==> src/isr_map.svh <==
`ifndef ISR_MAP_SVH
`define ISR_MAP_SVH

// register byte offsets
`define ISR_OFF_REMAP      12'h000
`define ISR_OFF_TGT_SEC    12'h004
`define ISR_OFF_STATUS     12'h008
`define ISR_OFF_PORT_CFG   12'h00c

// reset values
`define ISR_RST_REMAP      8'h00
`define ISR_RST_TGT_SEC    7'h7f

// geometry
`define ISR_NUM_SP         2
`define ISR_NUM_TGT        7
`define ISR_REMAP_W        8
`define ISR_VID_W          4
`define ISR_IID_W          4
`define ISR_GID_W          9
`define ISR_OST_W          4
`define ISR_OST_MAX        4'hf

// global config space window, decode fields
`define ISR_CFG_BASE       20'h7ff00
`define ISR_APB_BASE_TGT   3'h3

// configured per-target kinds (2 bits each, target 6 in the top pair)
// slave0 root, slave1 open, slave2 secure, apb0 root, apb1 open, apb2 root, apb3 secure
`define ISR_TGT_KIND       14'b00_10_01_10_00_01_10
// per-port security source (2 bits each): port0 master signal, port1 forced non-secure
`define ISR_SP_SEC_SRC     4'b10_00
// per-port remap bits that affect its decoder
`define ISR_SP_REMAP_MASK  16'h07_07
// arbitrary interconnect identifier value
`define ISR_IID            4'h5

// axi response codes
`define ISR_RESP_OKAY      2'b00
`define ISR_RESP_DECERR    2'b11

`endif

==> src/isr_pkg.sv <==
package isr_pkg;

   typedef enum logic [1:0] {
      ISR_KIND_SECURE = 2'b00,
      ISR_KIND_OPEN   = 2'b01,
      ISR_KIND_ROOT   = 2'b10
   } isr_kind_e;

   typedef enum logic [1:0] {
      ISR_SRC_MASTER = 2'b00,
      ISR_SRC_SECURE = 2'b01,
      ISR_SRC_NONSEC = 2'b10
   } isr_src_e;

   typedef logic [2:0] isr_tgt_t;

endpackage

==> src/isr_security_remap.sv <==
// How it works
// each slave port takes security from master signal, forced secure or forced non-secure
// non-secure config-space accesses get DECERR and touch no register
// an always-secure target rejects every non-secure transaction
// an always-open target passes secure and non-secure transactions
// a root target follows its programmed security bit
// in-flight transactions and locks keep the old security setting
// each apb slave behind the apb port has its own security check
// non-secure to a secure target returns DECERR and is not forwarded
// security setting waits while a transaction is pending or a lock runs; two ports forwarding to one target in one cycle count as one pending
// eight remap bits, of which only bits 0 to 2 enable a remap state
// lower remap bit wins when two states touch the same port
// remap states alias, move or remove regions, per port
// a port holds old remap bits until its lock sequence ends
// remap bits may reach ports one after another
// after the remap write response the next transaction uses the new map
// 000 alias, 001 alias removed, 010 slave1 at bottom, 101 slave1 removed
// each transaction carries global id of interconnect id, virtual id, port id
// port id field records the originating slave port
// the attached master drives the virtual id bits
// config space masters drive prot bit 1 low for secure
// remap bits reset to zero, power-up alias active
`timescale 1ns/1ps
`include "isr_map.svh"

module isr_security_remap
   import isr_pkg::*;
(
   input  wire logic                                         aclk,
   input  wire logic                                         aresetn,
   input  wire logic                                         s_axi_awvalid,
   output logic                                              s_axi_awready,
   input  wire logic [31:0]                                  s_axi_awaddr,
   input  wire logic [2:0]                                   s_axi_awprot,
   input  wire logic                                         s_axi_wvalid,
   output logic                                              s_axi_wready,
   input  wire logic [31:0]                                  s_axi_wdata,
   input  wire logic [3:0]                                   s_axi_wstrb,
   output logic                                              s_axi_bvalid,
   input  wire logic                                         s_axi_bready,
   output logic [1:0]                                        s_axi_bresp,
   input  wire logic                                         s_axi_arvalid,
   output logic                                              s_axi_arready,
   input  wire logic [31:0]                                  s_axi_araddr,
   input  wire logic [2:0]                                   s_axi_arprot,
   output logic                                              s_axi_rvalid,
   input  wire logic                                         s_axi_rready,
   output logic [31:0]                                       s_axi_rdata,
   output logic [1:0]                                        s_axi_rresp,
   input  wire logic [`ISR_NUM_SP-1:0]                       sp_req_valid,
   input  wire logic [`ISR_NUM_SP-1:0][31:0]                 sp_req_addr,
   input  wire logic [`ISR_NUM_SP-1:0]                       sp_req_nonsec,
   input  wire logic [`ISR_NUM_SP-1:0]                       sp_req_lock,
   input  wire logic [`ISR_NUM_SP-1:0][`ISR_VID_W-1:0]       sp_req_vid,
   output logic [`ISR_NUM_SP-1:0]                            sp_req_ready,
   output logic [`ISR_NUM_SP-1:0]                            sp_out_valid,
   output logic [`ISR_NUM_SP-1:0][2:0]                       sp_out_target,
   output logic [`ISR_NUM_SP-1:0]                            sp_out_decerr,
   output logic [`ISR_NUM_SP-1:0]                            sp_out_nonsec,
   output logic [`ISR_NUM_SP-1:0][`ISR_GID_W-1:0]            sp_out_gid,
   input  wire logic [`ISR_NUM_TGT-1:0]                      tgt_done
);

   localparam int NSP = `ISR_NUM_SP;
   localparam int NT  = `ISR_NUM_TGT;

   // register file
   logic [`ISR_REMAP_W-1:0]     remap_r;
   logic [NT-1:0]               tgt_sec_r;
   logic [NT-1:0]               tgt_sec_eff_r;
   logic [NSP-1:0]              lock_act_r;
   logic [NSP-1:0][`ISR_REMAP_W-1:0] sp_remap_hold_r;
   logic [NT-1:0][`ISR_OST_W-1:0]    ost_r;

   // axi-lite slave state
   logic                        aw_held_r;
   logic [31:0]                 awaddr_r;
   logic                        aw_ns_r;
   logic                        w_held_r;
   logic [31:0]                 wdata_r;
   logic [3:0]                  wstrb_r;
   logic                        do_write;
   logic                        wr_hit_remap;
   logic                        wr_hit_sec;
   logic                        wr_mapped;
   logic                        rd_mapped;
   logic [31:0]                 rd_word;

   // per-port decode results
   logic [NSP-1:0]              dec_hit;
   logic [NSP-1:0][2:0]         dec_tgt;
   logic [NSP-1:0]              req_ns;
   logic [NSP-1:0]              req_reject;
   logic [NSP-1:0]              req_fwd;
   logic                        any_pending;

   function automatic logic is_cfg(input logic [31:0] a);
      is_cfg = (a[31:12] == `ISR_CFG_BASE);
   endfunction

   function automatic logic reg_known(input logic [31:0] a);
      reg_known = is_cfg(a) && a[1:0] == 2'b00 &&
                  (a[11:0] == `ISR_OFF_REMAP || a[11:0] == `ISR_OFF_TGT_SEC ||
                   a[11:0] == `ISR_OFF_STATUS || a[11:0] == `ISR_OFF_PORT_CFG);
   endfunction

   // address decoder with remap states; bit order gives precedence
   function automatic logic [3:0] decode(input logic [31:0] a, input logic [`ISR_REMAP_W-1:0] rm);
      logic [2:0] apb;
      apb    = `ISR_APB_BASE_TGT + {1'b0, a[27:26]};
      decode = 4'h0;
      unique case (a[31:28])
         4'h0: begin
            if (rm[0]) begin
               decode = {1'b1, `ISR_APB_BASE_TGT};
            end else if (rm[1]) begin
               decode = rm[2] ? 4'h0 : 4'h9;
            end else begin
               decode = 4'h8;
            end
         end
         4'h2, 4'h3: decode = 4'h8;
         4'h4:       decode = rm[2] ? 4'h0 : 4'h9;
         4'h5:       decode = 4'ha;
         4'h6:       decode = {1'b1, apb};
         default:    decode = 4'h0;
      endcase
   endfunction

   function automatic logic tgt_is_secure(input int t, input logic [NT-1:0] eff);
      isr_kind_e k;
      k = isr_kind_e'(2'(`ISR_TGT_KIND >> (2 * t)));
      unique case (k)
         ISR_KIND_SECURE: tgt_is_secure = 1'b1;
         ISR_KIND_OPEN:   tgt_is_secure = 1'b0;
         ISR_KIND_ROOT:   tgt_is_secure = eff[t];
         default:         tgt_is_secure = 1'b1;
      endcase
   endfunction

   // ---------------- register bus ----------------

   assign s_axi_awready = !aw_held_r && !s_axi_bvalid;
   assign s_axi_wready  = !w_held_r && !s_axi_bvalid;
   assign do_write      = aw_held_r && w_held_r && !s_axi_bvalid;
   assign wr_mapped     = reg_known(awaddr_r);
   // non-secure writes hit nothing and answer decerr
   assign wr_hit_remap  = do_write && !aw_ns_r && wr_mapped && awaddr_r[11:0] == `ISR_OFF_REMAP;
   assign wr_hit_sec    = do_write && !aw_ns_r && wr_mapped && awaddr_r[11:0] == `ISR_OFF_TGT_SEC;

   always_ff @(posedge aclk) begin
      if (!aresetn) begin
         aw_held_r <= 1'b0;
         awaddr_r  <= 32'h0000_0000;
         aw_ns_r   <= 1'b0;
      end else if (s_axi_awvalid && s_axi_awready) begin
         aw_held_r <= 1'b1;
         awaddr_r  <= s_axi_awaddr;
         aw_ns_r   <= s_axi_awprot[1];
      end else if (do_write) begin
         aw_held_r <= 1'b0;
      end
   end

   always_ff @(posedge aclk) begin
      if (!aresetn) begin
         w_held_r <= 1'b0;
         wdata_r  <= 32'h0000_0000;
         wstrb_r  <= 4'h0;
      end else if (s_axi_wvalid && s_axi_wready) begin
         w_held_r <= 1'b1;
         wdata_r  <= s_axi_wdata;
         wstrb_r  <= s_axi_wstrb;
      end else if (do_write) begin
         w_held_r <= 1'b0;
      end
   end

   always_ff @(posedge aclk) begin
      if (!aresetn) begin
         s_axi_bvalid <= 1'b0;
         s_axi_bresp  <= `ISR_RESP_OKAY;
      end else if (do_write) begin
         s_axi_bvalid <= 1'b1;
         s_axi_bresp  <= (aw_ns_r || !wr_mapped) ? `ISR_RESP_DECERR : `ISR_RESP_OKAY;
      end else if (s_axi_bready) begin
         s_axi_bvalid <= 1'b0;
      end
   end

   // the remap value moves with the write, so the response already sees it in force
   always_ff @(posedge aclk) begin
      if (!aresetn) begin
         remap_r <= `ISR_RST_REMAP;
      end else if (wr_hit_remap && wstrb_r[0]) begin
         remap_r <= wdata_r[`ISR_REMAP_W-1:0];
      end
   end

   always_ff @(posedge aclk) begin
      if (!aresetn) begin
         tgt_sec_r <= `ISR_RST_TGT_SEC;
      end else if (wr_hit_sec && wstrb_r[0]) begin
         tgt_sec_r <= wdata_r[NT-1:0];
      end
   end

   assign s_axi_arready = !s_axi_rvalid;
   assign rd_mapped     = reg_known(s_axi_araddr);

   always_comb begin
      rd_word = 32'h0000_0000;
      unique case (s_axi_araddr[11:0])
         `ISR_OFF_REMAP:    rd_word = {24'h00_0000, remap_r};
         `ISR_OFF_TGT_SEC:  rd_word = {25'h000_0000, tgt_sec_r};
         `ISR_OFF_STATUS:   rd_word = {22'h00_0000, lock_act_r, 1'b0, tgt_sec_eff_r};
         `ISR_OFF_PORT_CFG: rd_word = {24'h00_0000, 4'h0, `ISR_SP_SEC_SRC};
         default:           rd_word = 32'h0000_0000;
      endcase
   end

   always_ff @(posedge aclk) begin
      if (!aresetn) begin
         s_axi_rvalid <= 1'b0;
         s_axi_rdata  <= 32'h0000_0000;
         s_axi_rresp  <= `ISR_RESP_OKAY;
      end else if (s_axi_arvalid && s_axi_arready) begin
         s_axi_rvalid <= 1'b1;
         if (s_axi_arprot[1] || !rd_mapped) begin
            s_axi_rdata <= 32'h0000_0000;
            s_axi_rresp <= `ISR_RESP_DECERR;
         end else begin
            s_axi_rdata <= rd_word;
            s_axi_rresp <= `ISR_RESP_OKAY;
         end
      end else if (s_axi_rready) begin
         s_axi_rvalid <= 1'b0;
      end
   end

   // ---------------- security setting ----------------

   always_comb begin
      any_pending = |lock_act_r;
      for (int t = 0; t < NT; t++) begin
         any_pending = any_pending || (ost_r[t] != '0);
      end
   end

   // the checked setting only follows the register when no lock runs, nothing is forwarded and every outstanding count is zero
   always_ff @(posedge aclk) begin
      if (!aresetn) begin
         tgt_sec_eff_r <= `ISR_RST_TGT_SEC;
      end else if (!any_pending && !(|req_fwd)) begin
         tgt_sec_eff_r <= tgt_sec_r;
      end
   end

   // outstanding count per target; saturates rather than wraps
   always_ff @(posedge aclk) begin
      if (!aresetn) begin
         ost_r <= '0;
      end else begin
         for (int t = 0; t < NT; t++) begin
            logic inc;
            inc = 1'b0;
            for (int p = 0; p < NSP; p++) begin
               inc = inc || (req_fwd[p] && dec_tgt[p] == t[2:0]);
            end
            if (inc && !tgt_done[t] && ost_r[t] != `ISR_OST_MAX) begin
               ost_r[t] <= ost_r[t] + 4'h1;
            end else if (!inc && tgt_done[t] && ost_r[t] != '0) begin
               ost_r[t] <= ost_r[t] - 4'h1;
            end
         end
      end
   end

   // ---------------- slave ports ----------------

   // requests are taken every cycle; two ports forwarding to one target together count as one outstanding
   assign sp_req_ready = {NSP{1'b1}};

   for (genvar p = 0; p < NSP; p++) begin : g_sp
      logic [`ISR_REMAP_W-1:0] rm_use;
      logic [3:0]              d;
      isr_src_e                src;

      assign src    = isr_src_e'(2'(`ISR_SP_SEC_SRC >> (2 * p)));
      // live remap outside a lock, frozen copy inside it
      assign rm_use = (lock_act_r[p] ? sp_remap_hold_r[p] : remap_r) &
                      `ISR_REMAP_W'(`ISR_SP_REMAP_MASK >> (`ISR_REMAP_W * p));
      assign d       = decode(sp_req_addr[p], rm_use);
      assign dec_hit[p] = d[3];
      assign dec_tgt[p] = d[2:0];
      assign req_ns[p]  = (src == ISR_SRC_NONSEC) ||
                          (src == ISR_SRC_MASTER && sp_req_nonsec[p]);
      assign req_reject[p] = !dec_hit[p] ||
                             (req_ns[p] && tgt_is_secure(int'(dec_tgt[p]), tgt_sec_eff_r));
      assign req_fwd[p] = sp_req_valid[p] && !req_reject[p];

      always_ff @(posedge aclk) begin
         if (!aresetn) begin
            lock_act_r[p] <= 1'b0;
         end else if (sp_req_valid[p]) begin
            lock_act_r[p] <= sp_req_lock[p];
         end
      end

      always_ff @(posedge aclk) begin
         if (!aresetn) begin
            sp_remap_hold_r[p] <= `ISR_RST_REMAP;
         end else if (!lock_act_r[p]) begin
            sp_remap_hold_r[p] <= remap_r;
         end
      end

      always_ff @(posedge aclk) begin
         if (!aresetn) begin
            sp_out_valid[p]  <= 1'b0;
            sp_out_target[p] <= 3'h0;
            sp_out_decerr[p] <= 1'b0;
            sp_out_nonsec[p] <= 1'b0;
            sp_out_gid[p]    <= '0;
         end else begin
            sp_out_valid[p] <= sp_req_valid[p];
            if (sp_req_valid[p]) begin
               sp_out_target[p] <= dec_tgt[p];
               sp_out_decerr[p] <= req_reject[p];
               sp_out_nonsec[p] <= req_ns[p];
               sp_out_gid[p]    <= {`ISR_IID, sp_req_vid[p], 1'(p)};
            end
         end
      end
   end

endmodule // isr_security_remap

==> config.mk <==
export PLATFORM = sky130hd
export DESIGN_NAME = isr_security_remap
export DESIGN_NICKNAME = d
export VERILOG_FILES = /design/src/isr_pkg.sv /design/src/isr_security_remap.sv
export VERILOG_INCLUDE_DIRS = /design/src
export SDC_FILE = /design/constraint.sdc
export NUM_CORES = 1
export LEC_CHECK = 0
export CAP_MARGIN = 40
export CELL_PAD_IN_SITES_DETAIL_PLACEMENT = 0
export CELL_PAD_IN_SITES_GLOBAL_PLACEMENT = 1
export CORE_AREA = 2 2 187 170
export DETAILED_ROUTE_END_ITERATION = 7
export DIE_AREA = 0 0 189 172
export DONT_BUFFER_PORTS = 1
export PLACE_DENSITY = 0.46
export SYNTH_ARGS = -nofsm -noshare
export SYNTH_HDL_FRONTEND = slang
export SYNTH_SLANG_ARGS = --single-unit
==> constraint.sdc <==
create_clock -name aclk -period 6.7 [get_ports aclk]
set_clock_uncertainty 0.1 [all_clocks]
set_input_delay 0.335 -clock aclk [delete_from_list [all_inputs] [get_ports aclk]]
set_output_delay 0.335 -clock aclk [all_outputs]
set_load 0.005 [all_outputs]
After elaboration in Yosys (flattened, before gate mapping)
Index checks and enable logic that the tools add are counted.
{"block": "totals", "ff_bits": 163, "input_bits": 198, "out_inout_bits": 73, "wordCells": 281}
{"block": "classes", "addsub": 16, "magnitude_cmp": 2, "eq_ne": 41, "n_shift": 2, "muxes": 41, "reduce_logical": 144}
{"operator": "two-way mux 4 bit", "n": 20}
{"operator": "logical AND 1 bit", "n": 63}
{"operator": "== test 12 x 4 -> 1 bit (second input constant)", "n": 4}
{"operator": "== test 20 x 19 -> 1 bit (second input constant)", "n": 2}
{"operator": "one-hot mux 10 bit (4 select lines)", "n": 1}
{"operator": "one-hot mux 4 bit (5 select lines)", "n": 2}
{"operator": "two-way mux 32 bit", "n": 1}
{"operator": "adder 4 x 1 -> 4 bit (second input constant)", "n": 7}
{"operator": "inequality test 4 bit (second input constant)", "n": 7}
{"operator": "nonzero test 4 bit", "n": 7}
{"operator": "subtractor 4 x 1 -> 4 bit (second input constant)", "n": 7}
{"operator": "zero test 1 bit", "n": 27}
{"operator": "== test 12 x 3 -> 1 bit (second input constant)", "n": 2}
{"operator": "== test 4 x 3 -> 1 bit (second input constant)", "n": 6}
{"operator": "zero test 12 bit", "n": 2}
{"operator": "logical OR 1 bit", "n": 24}
{"operator": "right shift 12 x 4 -> 2 bit (first input constant)", "n": 2}
{"operator": "nonzero test 2 bit", "n": 11}
{"operator": "== test 3 bit (second input constant)", "n": 6}
{"operator": "== test 4 x 2 -> 1 bit (second input constant)", "n": 4}
{"operator": "== test 3 x 2 -> 1 bit (second input constant)", "n": 4}
{"operator": "two-way mux 1 bit", "n": 9}
{"operator": "zero test 4 bit", "n": 2}
{"operator": "less-than comparator 3 x 4 -> 1 bit (second input constant)", "n": 2}
{"operator": "11 further kinds", "n": 24}

Longest topological paths before layout
{"block": "logic_depth", "depth_word": 19, "ltp_mapped": 20, "ltp_nobuf": 19}

Least setup slack after synthesis
No wires, ideal clock.
{"block": "synth_timing", "path_kind": "input-to-reg", "from": "input port sp_req_addr[61] (netlist name)", "to": "register ost_r[23] (netlist name)", "setup_ns": 0.118, "t_arrival_ns": 3.681, "required_ns": 6.482, "path_slack_ns": 2.801, "cell_stages": 15, "n_path_buf": 1, "path_cell_list": "clkbuf_1 -> or4_4 -> a21oi_4 -> inv_1 -> ha_1 -> nand3b_1 -> a21oi_1 -> o311ai_4 -> o211a_1 -> nand2b_1 -> ha_1 -> a21o_1 -> a21oi_1 -> mux2_2 -> mux2i_1"}
{"block": "synth_between", "elab_chain_len": 15, "word_cells_on_any_way": 28, "classes_between": "eq/ne (8); shift (1); mux (5); reduce/logical (14)"}
{"item": "from (decl)", "line": "isr_security_remap.sv:51", "source": "input wire logic [`ISR_NUM_SP-1:0][31:0] sp_req_addr,"}
{"item": "== test 4 x 2 -> 1 bit", "line": "isr_security_remap.sv:112", "source": "unique case (a[31:28])"}
{"item": "OR reduction 2 bit", "line": "isr_security_remap.sv:112"}
{"item": "one-hot mux 4 bit (5 select lines) *", "line": "isr_security_remap.sv:112"}
{"item": "via g_sp[1].d[1]", "line": "isr_security_remap.sv:286", "source": "logic [3:0] d;"}
{"item": "right shift 12 x 4 -> 2 bit (no line) or binary-select mux 1 bit (select 3 bit) (tied branches)"}
{"item": "== test 2 bit (tied with other cells)", "line": "isr_security_remap.sv:133", "source": "unique case (k)"}
{"item": "one-hot mux 1 bit (2 select lines)", "line": "isr_security_remap.sv:133"}
{"item": "logical OR 1 bit", "line": "isr_security_remap.sv:298", "source": "assign req_reject[p] = !dec_hit[p] ||"}
{"item": "zero test 1 bit", "line": "isr_security_remap.sv:300", "source": "assign req_fwd[p] = sp_req_valid[p] && !req_reject[p];"}
{"item": "logical AND 1 bit", "line": "isr_security_remap.sv:300"}
{"item": "logical AND 1 bit *", "line": "isr_security_remap.sv:268", "source": "inc = inc || (req_fwd[p] && dec_tgt[p] == t[2:0]);"}
{"item": "logical OR 1 bit *", "line": "isr_security_remap.sv:268"}
{"item": "zero test 1 bit", "line": "isr_security_remap.sv:272", "source": "end else if (!inc && tgt_done[t] && ost_r[t] != '0) begin"}
{"item": "logical AND 1 bit (2 in a row)", "line": "isr_security_remap.sv:272"}
{"item": "nonzero test 2 bit (no line)"}
{"item": "to (signal, indexed assignment)", "line": "isr_security_remap.sv:271", "source": "ost_r[t] <= ost_r[t] + 4'h1;"}
{"item": "to (signal, indexed assignment)", "line": "isr_security_remap.sv:273", "source": "ost_r[t] <= ost_r[t] - 4'h1;"}
{"item": "to (decl)", "line": "isr_security_remap.sv:73", "source": "logic [NT-1:0][`ISR_OST_W-1:0] ost_r;"}
The timed path passes the listed nets; every way through them passes the cells marked *. The select of a mux whose other input is x is not followed.
A chain may end at the register's enable or synchronous reset.

Final worst setup path
{"block": "layout_timing", "from": "register lock_act_r[1]", "to": "register ost_r[15] (netlist name)"}
{"block": "layout_between", "word_cells_on_any_way": 25, "classes_between": "eq/ne (3); shift (1); mux (9); reduce/logical (12)"}
{"item": "from (decl)", "line": "isr_security_remap.sv:71", "source": "logic [NSP-1:0] lock_act_r;"}
{"item": "from (signal, indexed assignment)", "line": "isr_security_remap.sv:306", "source": "lock_act_r[p] <= sp_req_lock[p];"}
{"item": "two-way mux 3 bit *", "line": "isr_security_remap.sv:291", "source": "assign rm_use = (lock_act_r[p] ? sp_remap_hold_r[p] : remap_r) &"}
{"item": "two-way mux 4 bit", "line": "isr_security_remap.sv:116", "source": "end else if (rm[1]) begin"}
{"item": "two-way mux 4 bit *", "line": "isr_security_remap.sv:114", "source": "if (rm[0]) begin"}
{"item": "one-hot mux 4 bit (5 select lines) *", "line": "isr_security_remap.sv:112"}
{"item": "via g_sp[1].d[1]", "line": "isr_security_remap.sv:286"}
{"item": "right shift 12 x 4 -> 2 bit (no line) or binary-select mux 1 bit (select 3 bit) (tied branches)"}
{"item": "== test 2 bit (tied with other cells)", "line": "isr_security_remap.sv:133"}
{"item": "one-hot mux 1 bit (2 select lines)", "line": "isr_security_remap.sv:133"}
{"item": "logical OR 1 bit", "line": "isr_security_remap.sv:298"}
{"item": "zero test 1 bit", "line": "isr_security_remap.sv:300"}
{"item": "logical AND 1 bit", "line": "isr_security_remap.sv:300"}
{"item": "logical AND 1 bit *", "line": "isr_security_remap.sv:268"}
{"item": "logical OR 1 bit *", "line": "isr_security_remap.sv:268"}
{"item": "zero test 1 bit", "line": "isr_security_remap.sv:272"}
{"item": "logical AND 1 bit (2 in a row)", "line": "isr_security_remap.sv:272"}
{"item": "nonzero test 2 bit (no line)"}
Marked as above.

==> impl_summary.md <==
Clocking
The total number of clock tree sinks is 137. The number of clock buffers inserted by TritonCTS is 17. The clock passes through at most 2 buffers. In this run, post-CTS repair resized a total of 0 instances. At the later pin of the worst-skew pair, clock insertion delay measures roughly 430 ps.

Post-CTS timing repair inserted 0 buffers for setup. The cell chosen for the clock root is sky130_fd_sc_hd__clkbuf_16. The number of hold-repair buffers added at the cts stage is 62. The number of H-tree levels is 4. The CTS tree is yes. The CTS clock-pin slew for the worst setup and hold paths is 70 ps.

Floorplan
The effective utilization at floorplan is 24.7%. The placement row count is 61. From left edge to right edge, the die measures 189 um.

The floorplan die area is 0.0325 sq mm. The number of top-level pins is 271. The vertical die dimension is ~170 um. In this run the standard cell core region covers 0.0306 sq mm.

Critical path
The arrival time of the worst setup path is 4950 ps. The largest individual stage delay along the critical path comes from the cell sky130_fd_sc_hd__dfxtp_1. The maximum single-stage delay on the critical path is ~630 ps.

The startpoint class of the critical path is a register. The path type of the worst setup path is register to register. The kind of end point of the critical path is a register.

For the worst setup path, the data required time is 6960 ps. The cell type with the highest occurrence count on the critical path is sky130_fd_sc_hd__mux2i_1. The critical path goes through mux2i_1, or4_4, a21oi_4, inv_1, ha_1, nand3b_1, a21oi_1, o311ai_4, o32ai_1, a31o_2, nand2_1, ha_1, a21o_1, a21oi_1, nand2_1, mux2i_1, mux2i_1. Of all nets on the critical path, the largest fanout is 10. The depth of the most critical reg-to-reg path is 17.

Synth
After synthesis, the mean cell area works out to 8.78 sq um. Of the synthesized area, sequential elements account for 36.3%. The synthesized netlist cell count is 860. For this run, asynchronously set or reset flops after synthesis account for 0%.

The post-synthesis cell area is 0.00755 sq mm. In this run, distinct cell masters in the synthesized netlist total 64. The count of synthesis-stage warnings from yosys is 0. The synthesized design contains roughly 140 register bits. The number of enable flip-flop cells after synthesis is 0. For this run, the leading register cell type out of synthesis is sky130_fd_sc_hd__dfxtp_1.

Finish
The number of diodes is 0. The leading cell type in the layout, fill and taps excluded is sky130_fd_sc_hd__nand2_1. The layout cell share with drive strength beyond 1 is under 10%. The share of the core filled with cells in the final layout is 29.5%. Leaving out fill and tap cells, the most frequent cells in the layout are sky130_fd_sc_hd__nand2_1 (174), sky130_fd_sc_hd__dfxtp_1 (137), sky130_fd_sc_hd__mux2i_1 (87). After the last flow step, the layout net total stands at between 1,000 and 1,500. The area growth from synthesis to layout is 19.7%.

STA
The transition at the pin with the smallest max-transition slack is 845 ps. The post-layout minimum cycle time is 4690 ps. The worst pin sits at a relative slew slack of 43.7%. Setup violations remaining at the end of the flow were counted as 0. The total negative setup slack is 0 ps. The max-slew violation total from the final report is 0. The upper clock frequency limit is 213 MHz.

The final worst-path cycle share is 70.1%. The number of hold violations in the final report was 0. Setup repair after global routing left no endpoint under its margin.

Power and ir drop
The internal power is 0.00176 W. In this run the power spent charging and discharging nets is 0.000811 W. The maximum VDD drop is 180 uV. The sequential group share of total power is 39.1%.

Net switching is 31.5% of the power. The share of total power in combinational logic is 22.4%. The reported leakage power is 3.63 nW.

Dividing total power by cell area gives a power density of 285 mW/mm^2. The clock network power share is 38.5%.

GRT
The via count of the first global-routing pass is 5,648. The first global-routing pass estimated 31.1 mm of wire. The largest net degree at the start of global routing is roughly 160. The number of antenna violations at the first check in global routing is 0. Global routing used 12.4% of the available tracks across all layers. Summed over all layers, the global routing overflow is 0.

Drt
In the final routed layout, each cell accounts on average for 15.3 um. The number of vias per cell after detailed routing is 4.41. The first detailed-routing pass took 4 iterations. After the first detailed-routing iteration, the DRC count stood at 244. Across all layers, the routed design uses roughly 5,800 vias.

The residual DRC count is 0. The final routed wirelength across all metal layers is 20.2 mm. The detail route stage leaves a number of antenna-violating nets equal to 0.

Placed design
The HPWL after detailed placement is 14.2 mm. At the end of routability-driven placement, the weighted congestion stood at 0.731. The count of input and output buffers is 0.

Worst hold path
In this run the worst hold path is classified as input port to register. The worst hold path passes through 2 cells.

Status
The run finished with clean final reports.

Flow run
Max-cap violations in this run came to 0.
==> per-stage QoR <==
| stage | cell area, sq um | std cells | setup WS [ps] | hold WS, ps | power [W] |
|---|---|---|---|---|---|
| finish | 9040 | 1318 | 2010 | 46.3 | 0.00257 |
| detailed placement | 7790 | 1223 | 2020 | 332 | 0.00156 |
| global placement | 7750 | 1221 | 2040 | 332 | 0.00155 |
| floorplan | 7650 | 887 | 2800 | 339 | 0.00146 |
| global route | 9040 | 1318 | 1700 | 60.2 | 0.00274 |
| CTS | 9020 | 1317 | 2000 | 25.5 | 0.00262 |
==> cell type report <==
class                   instances  area, sq um
well taps                     409          512
inverters                      24         90.1
clock buffers                  18          439
multi-input cells             649         4390
flip-flops and latches        137         2740
clock inverters                14          161
fillers                      3286        21600
repair buffers                 67          702
==> worst paths after layout <==
check / startpoint / to / slack (ps)
worst max-delay path: lock_act_r[1] / ost_r[15] / 2010
worst min-delay path: sp_req_valid[1] / sp_out_decerr[1] / 50
worst max register to register: lock_act_r[1] / ost_r[15] / 2010
worst min register to register: awaddr_r[27] / awaddr_r[27] / 360
==> synth_stat cells (6+ instances only) <==
master | number | area share, %
sky130_fd_sc_hd__a21o_1 | 10 | 0.99
sky130_fd_sc_hd__o211a_1 | 6 | 0.80
sky130_fd_sc_hd__nor2_1 | 19 | 0.94
sky130_fd_sc_hd__and2_1 | 6 | 0.50
sky130_fd_sc_hd__clkbuf_1 | 36 | 1.8
sky130_fd_sc_hd__mux2i_1 | 87 | 12
sky130_fd_sc_hd__inv_1 | 24 | 1.2
sky130_fd_sc_hd__nor4_1 | 19 | 1.6
sky130_fd_sc_hd__nor2b_1 | 49 | 4.1
sky130_fd_sc_hd__buf_4 | 35 | 3.5
sky130_fd_sc_hd__a21boi_0 | 48 | 4.8
sky130_fd_sc_hd__fa_1 | 7 | 1.9
sky130_fd_sc_hd__ha_1 | 25 | 4.1
sky130_fd_sc_hd__xor2_1 | 7 | 0.81
sky130_fd_sc_hd__nand4_1 | 6 | 0.50
sky130_fd_sc_hd__dfxtp_1 | 137 | 36
sky130_fd_sc_hd__nand2b_1 | 30 | 2.5
sky130_fd_sc_hd__a41oi_1 | 6 | 0.70
sky130_fd_sc_hd__nor3_1 | 6 | 0.40
sky130_fd_sc_hd__nand3b_1 | 6 | 0.60
sky130_fd_sc_hd__a21oi_1 | 13 | 0.86
sky130_fd_sc_hd__nand2_1 | 174 | 8.7
sky130_fd_sc_hd__a22oi_1 | 6 | 0.60
sky130_fd_sc_hd__nand3_1 | 6 | 0.40
sky130_fd_sc_hd__o21ai_0 | 16 | 1.1
==> worst max-delay path, delay by kind of cell (launching register included) <==
family / cells / cell delay [ps]
AO/OA/AOI/OAI: 7 / 1780
adder cells (fa/ha/maj): 2 / 570
buffers and inverters: 1 / 110
flip-flops: 1 / 630
multiplexers: 3 / 550
AND/OR/NAND/NOR: 4 / 870
==> kinds of logic (layout without fill, tap and decap cells) <==
kind of cell	after synthesis	after routing	share of synthesized area (%)
AND/OR/NAND/NOR	345	345	22.7
AO/OA/AOI/OAI	142	142	14.7
flip-flops	137	137	36.3
buffers and inverters	101	123	6.88
multiplexers	92	92	12.3
other	2	29	0.0995
adder cells (fa/ha/maj)	32	32	6.00
XOR/XNOR	9	9	1.04
==> metal layers <==
| metal | up-vias | global-route usage [%] | share of wire (%) |
|---|---|---|---|
| met4 | 0 | 3.87 | 1.0 |
| li1 | 2997 | - | - |
| met1 | 2674 | 16.3 | 50 |
| met5 | - | 0 | 0 |
| met2 | 133 | 19.3 | 43 |
| met3 | 12 | 4.02 | 6.2 |
==> state kept, by name (all words and copies together) (netlist names), 6 cells and up <==
name,count
sp_remap_hold_r,6
awaddr_r,32
sp_out_gid,10
s_axi_rdata,10
tgt_sec_r,7
sp_out_target,6
wdata_r,8
remap_r,8
ost_r,28
tgt_sec_eff_r,7
==> power groups by stage <==
stage               registers, W  clock network (W)  logic [W]
detailed placement       0.00103                  0   0.000531
global route             0.00102            0.00106   0.000662
global placement         0.00103                  0   0.000525
finish                   0.00101           0.000990   0.000576
CTS                      0.00101            0.00103   0.000584
floorplan               0.000994                  0   0.000471
No activity file was read; power rests on OpenSTA's default activity.
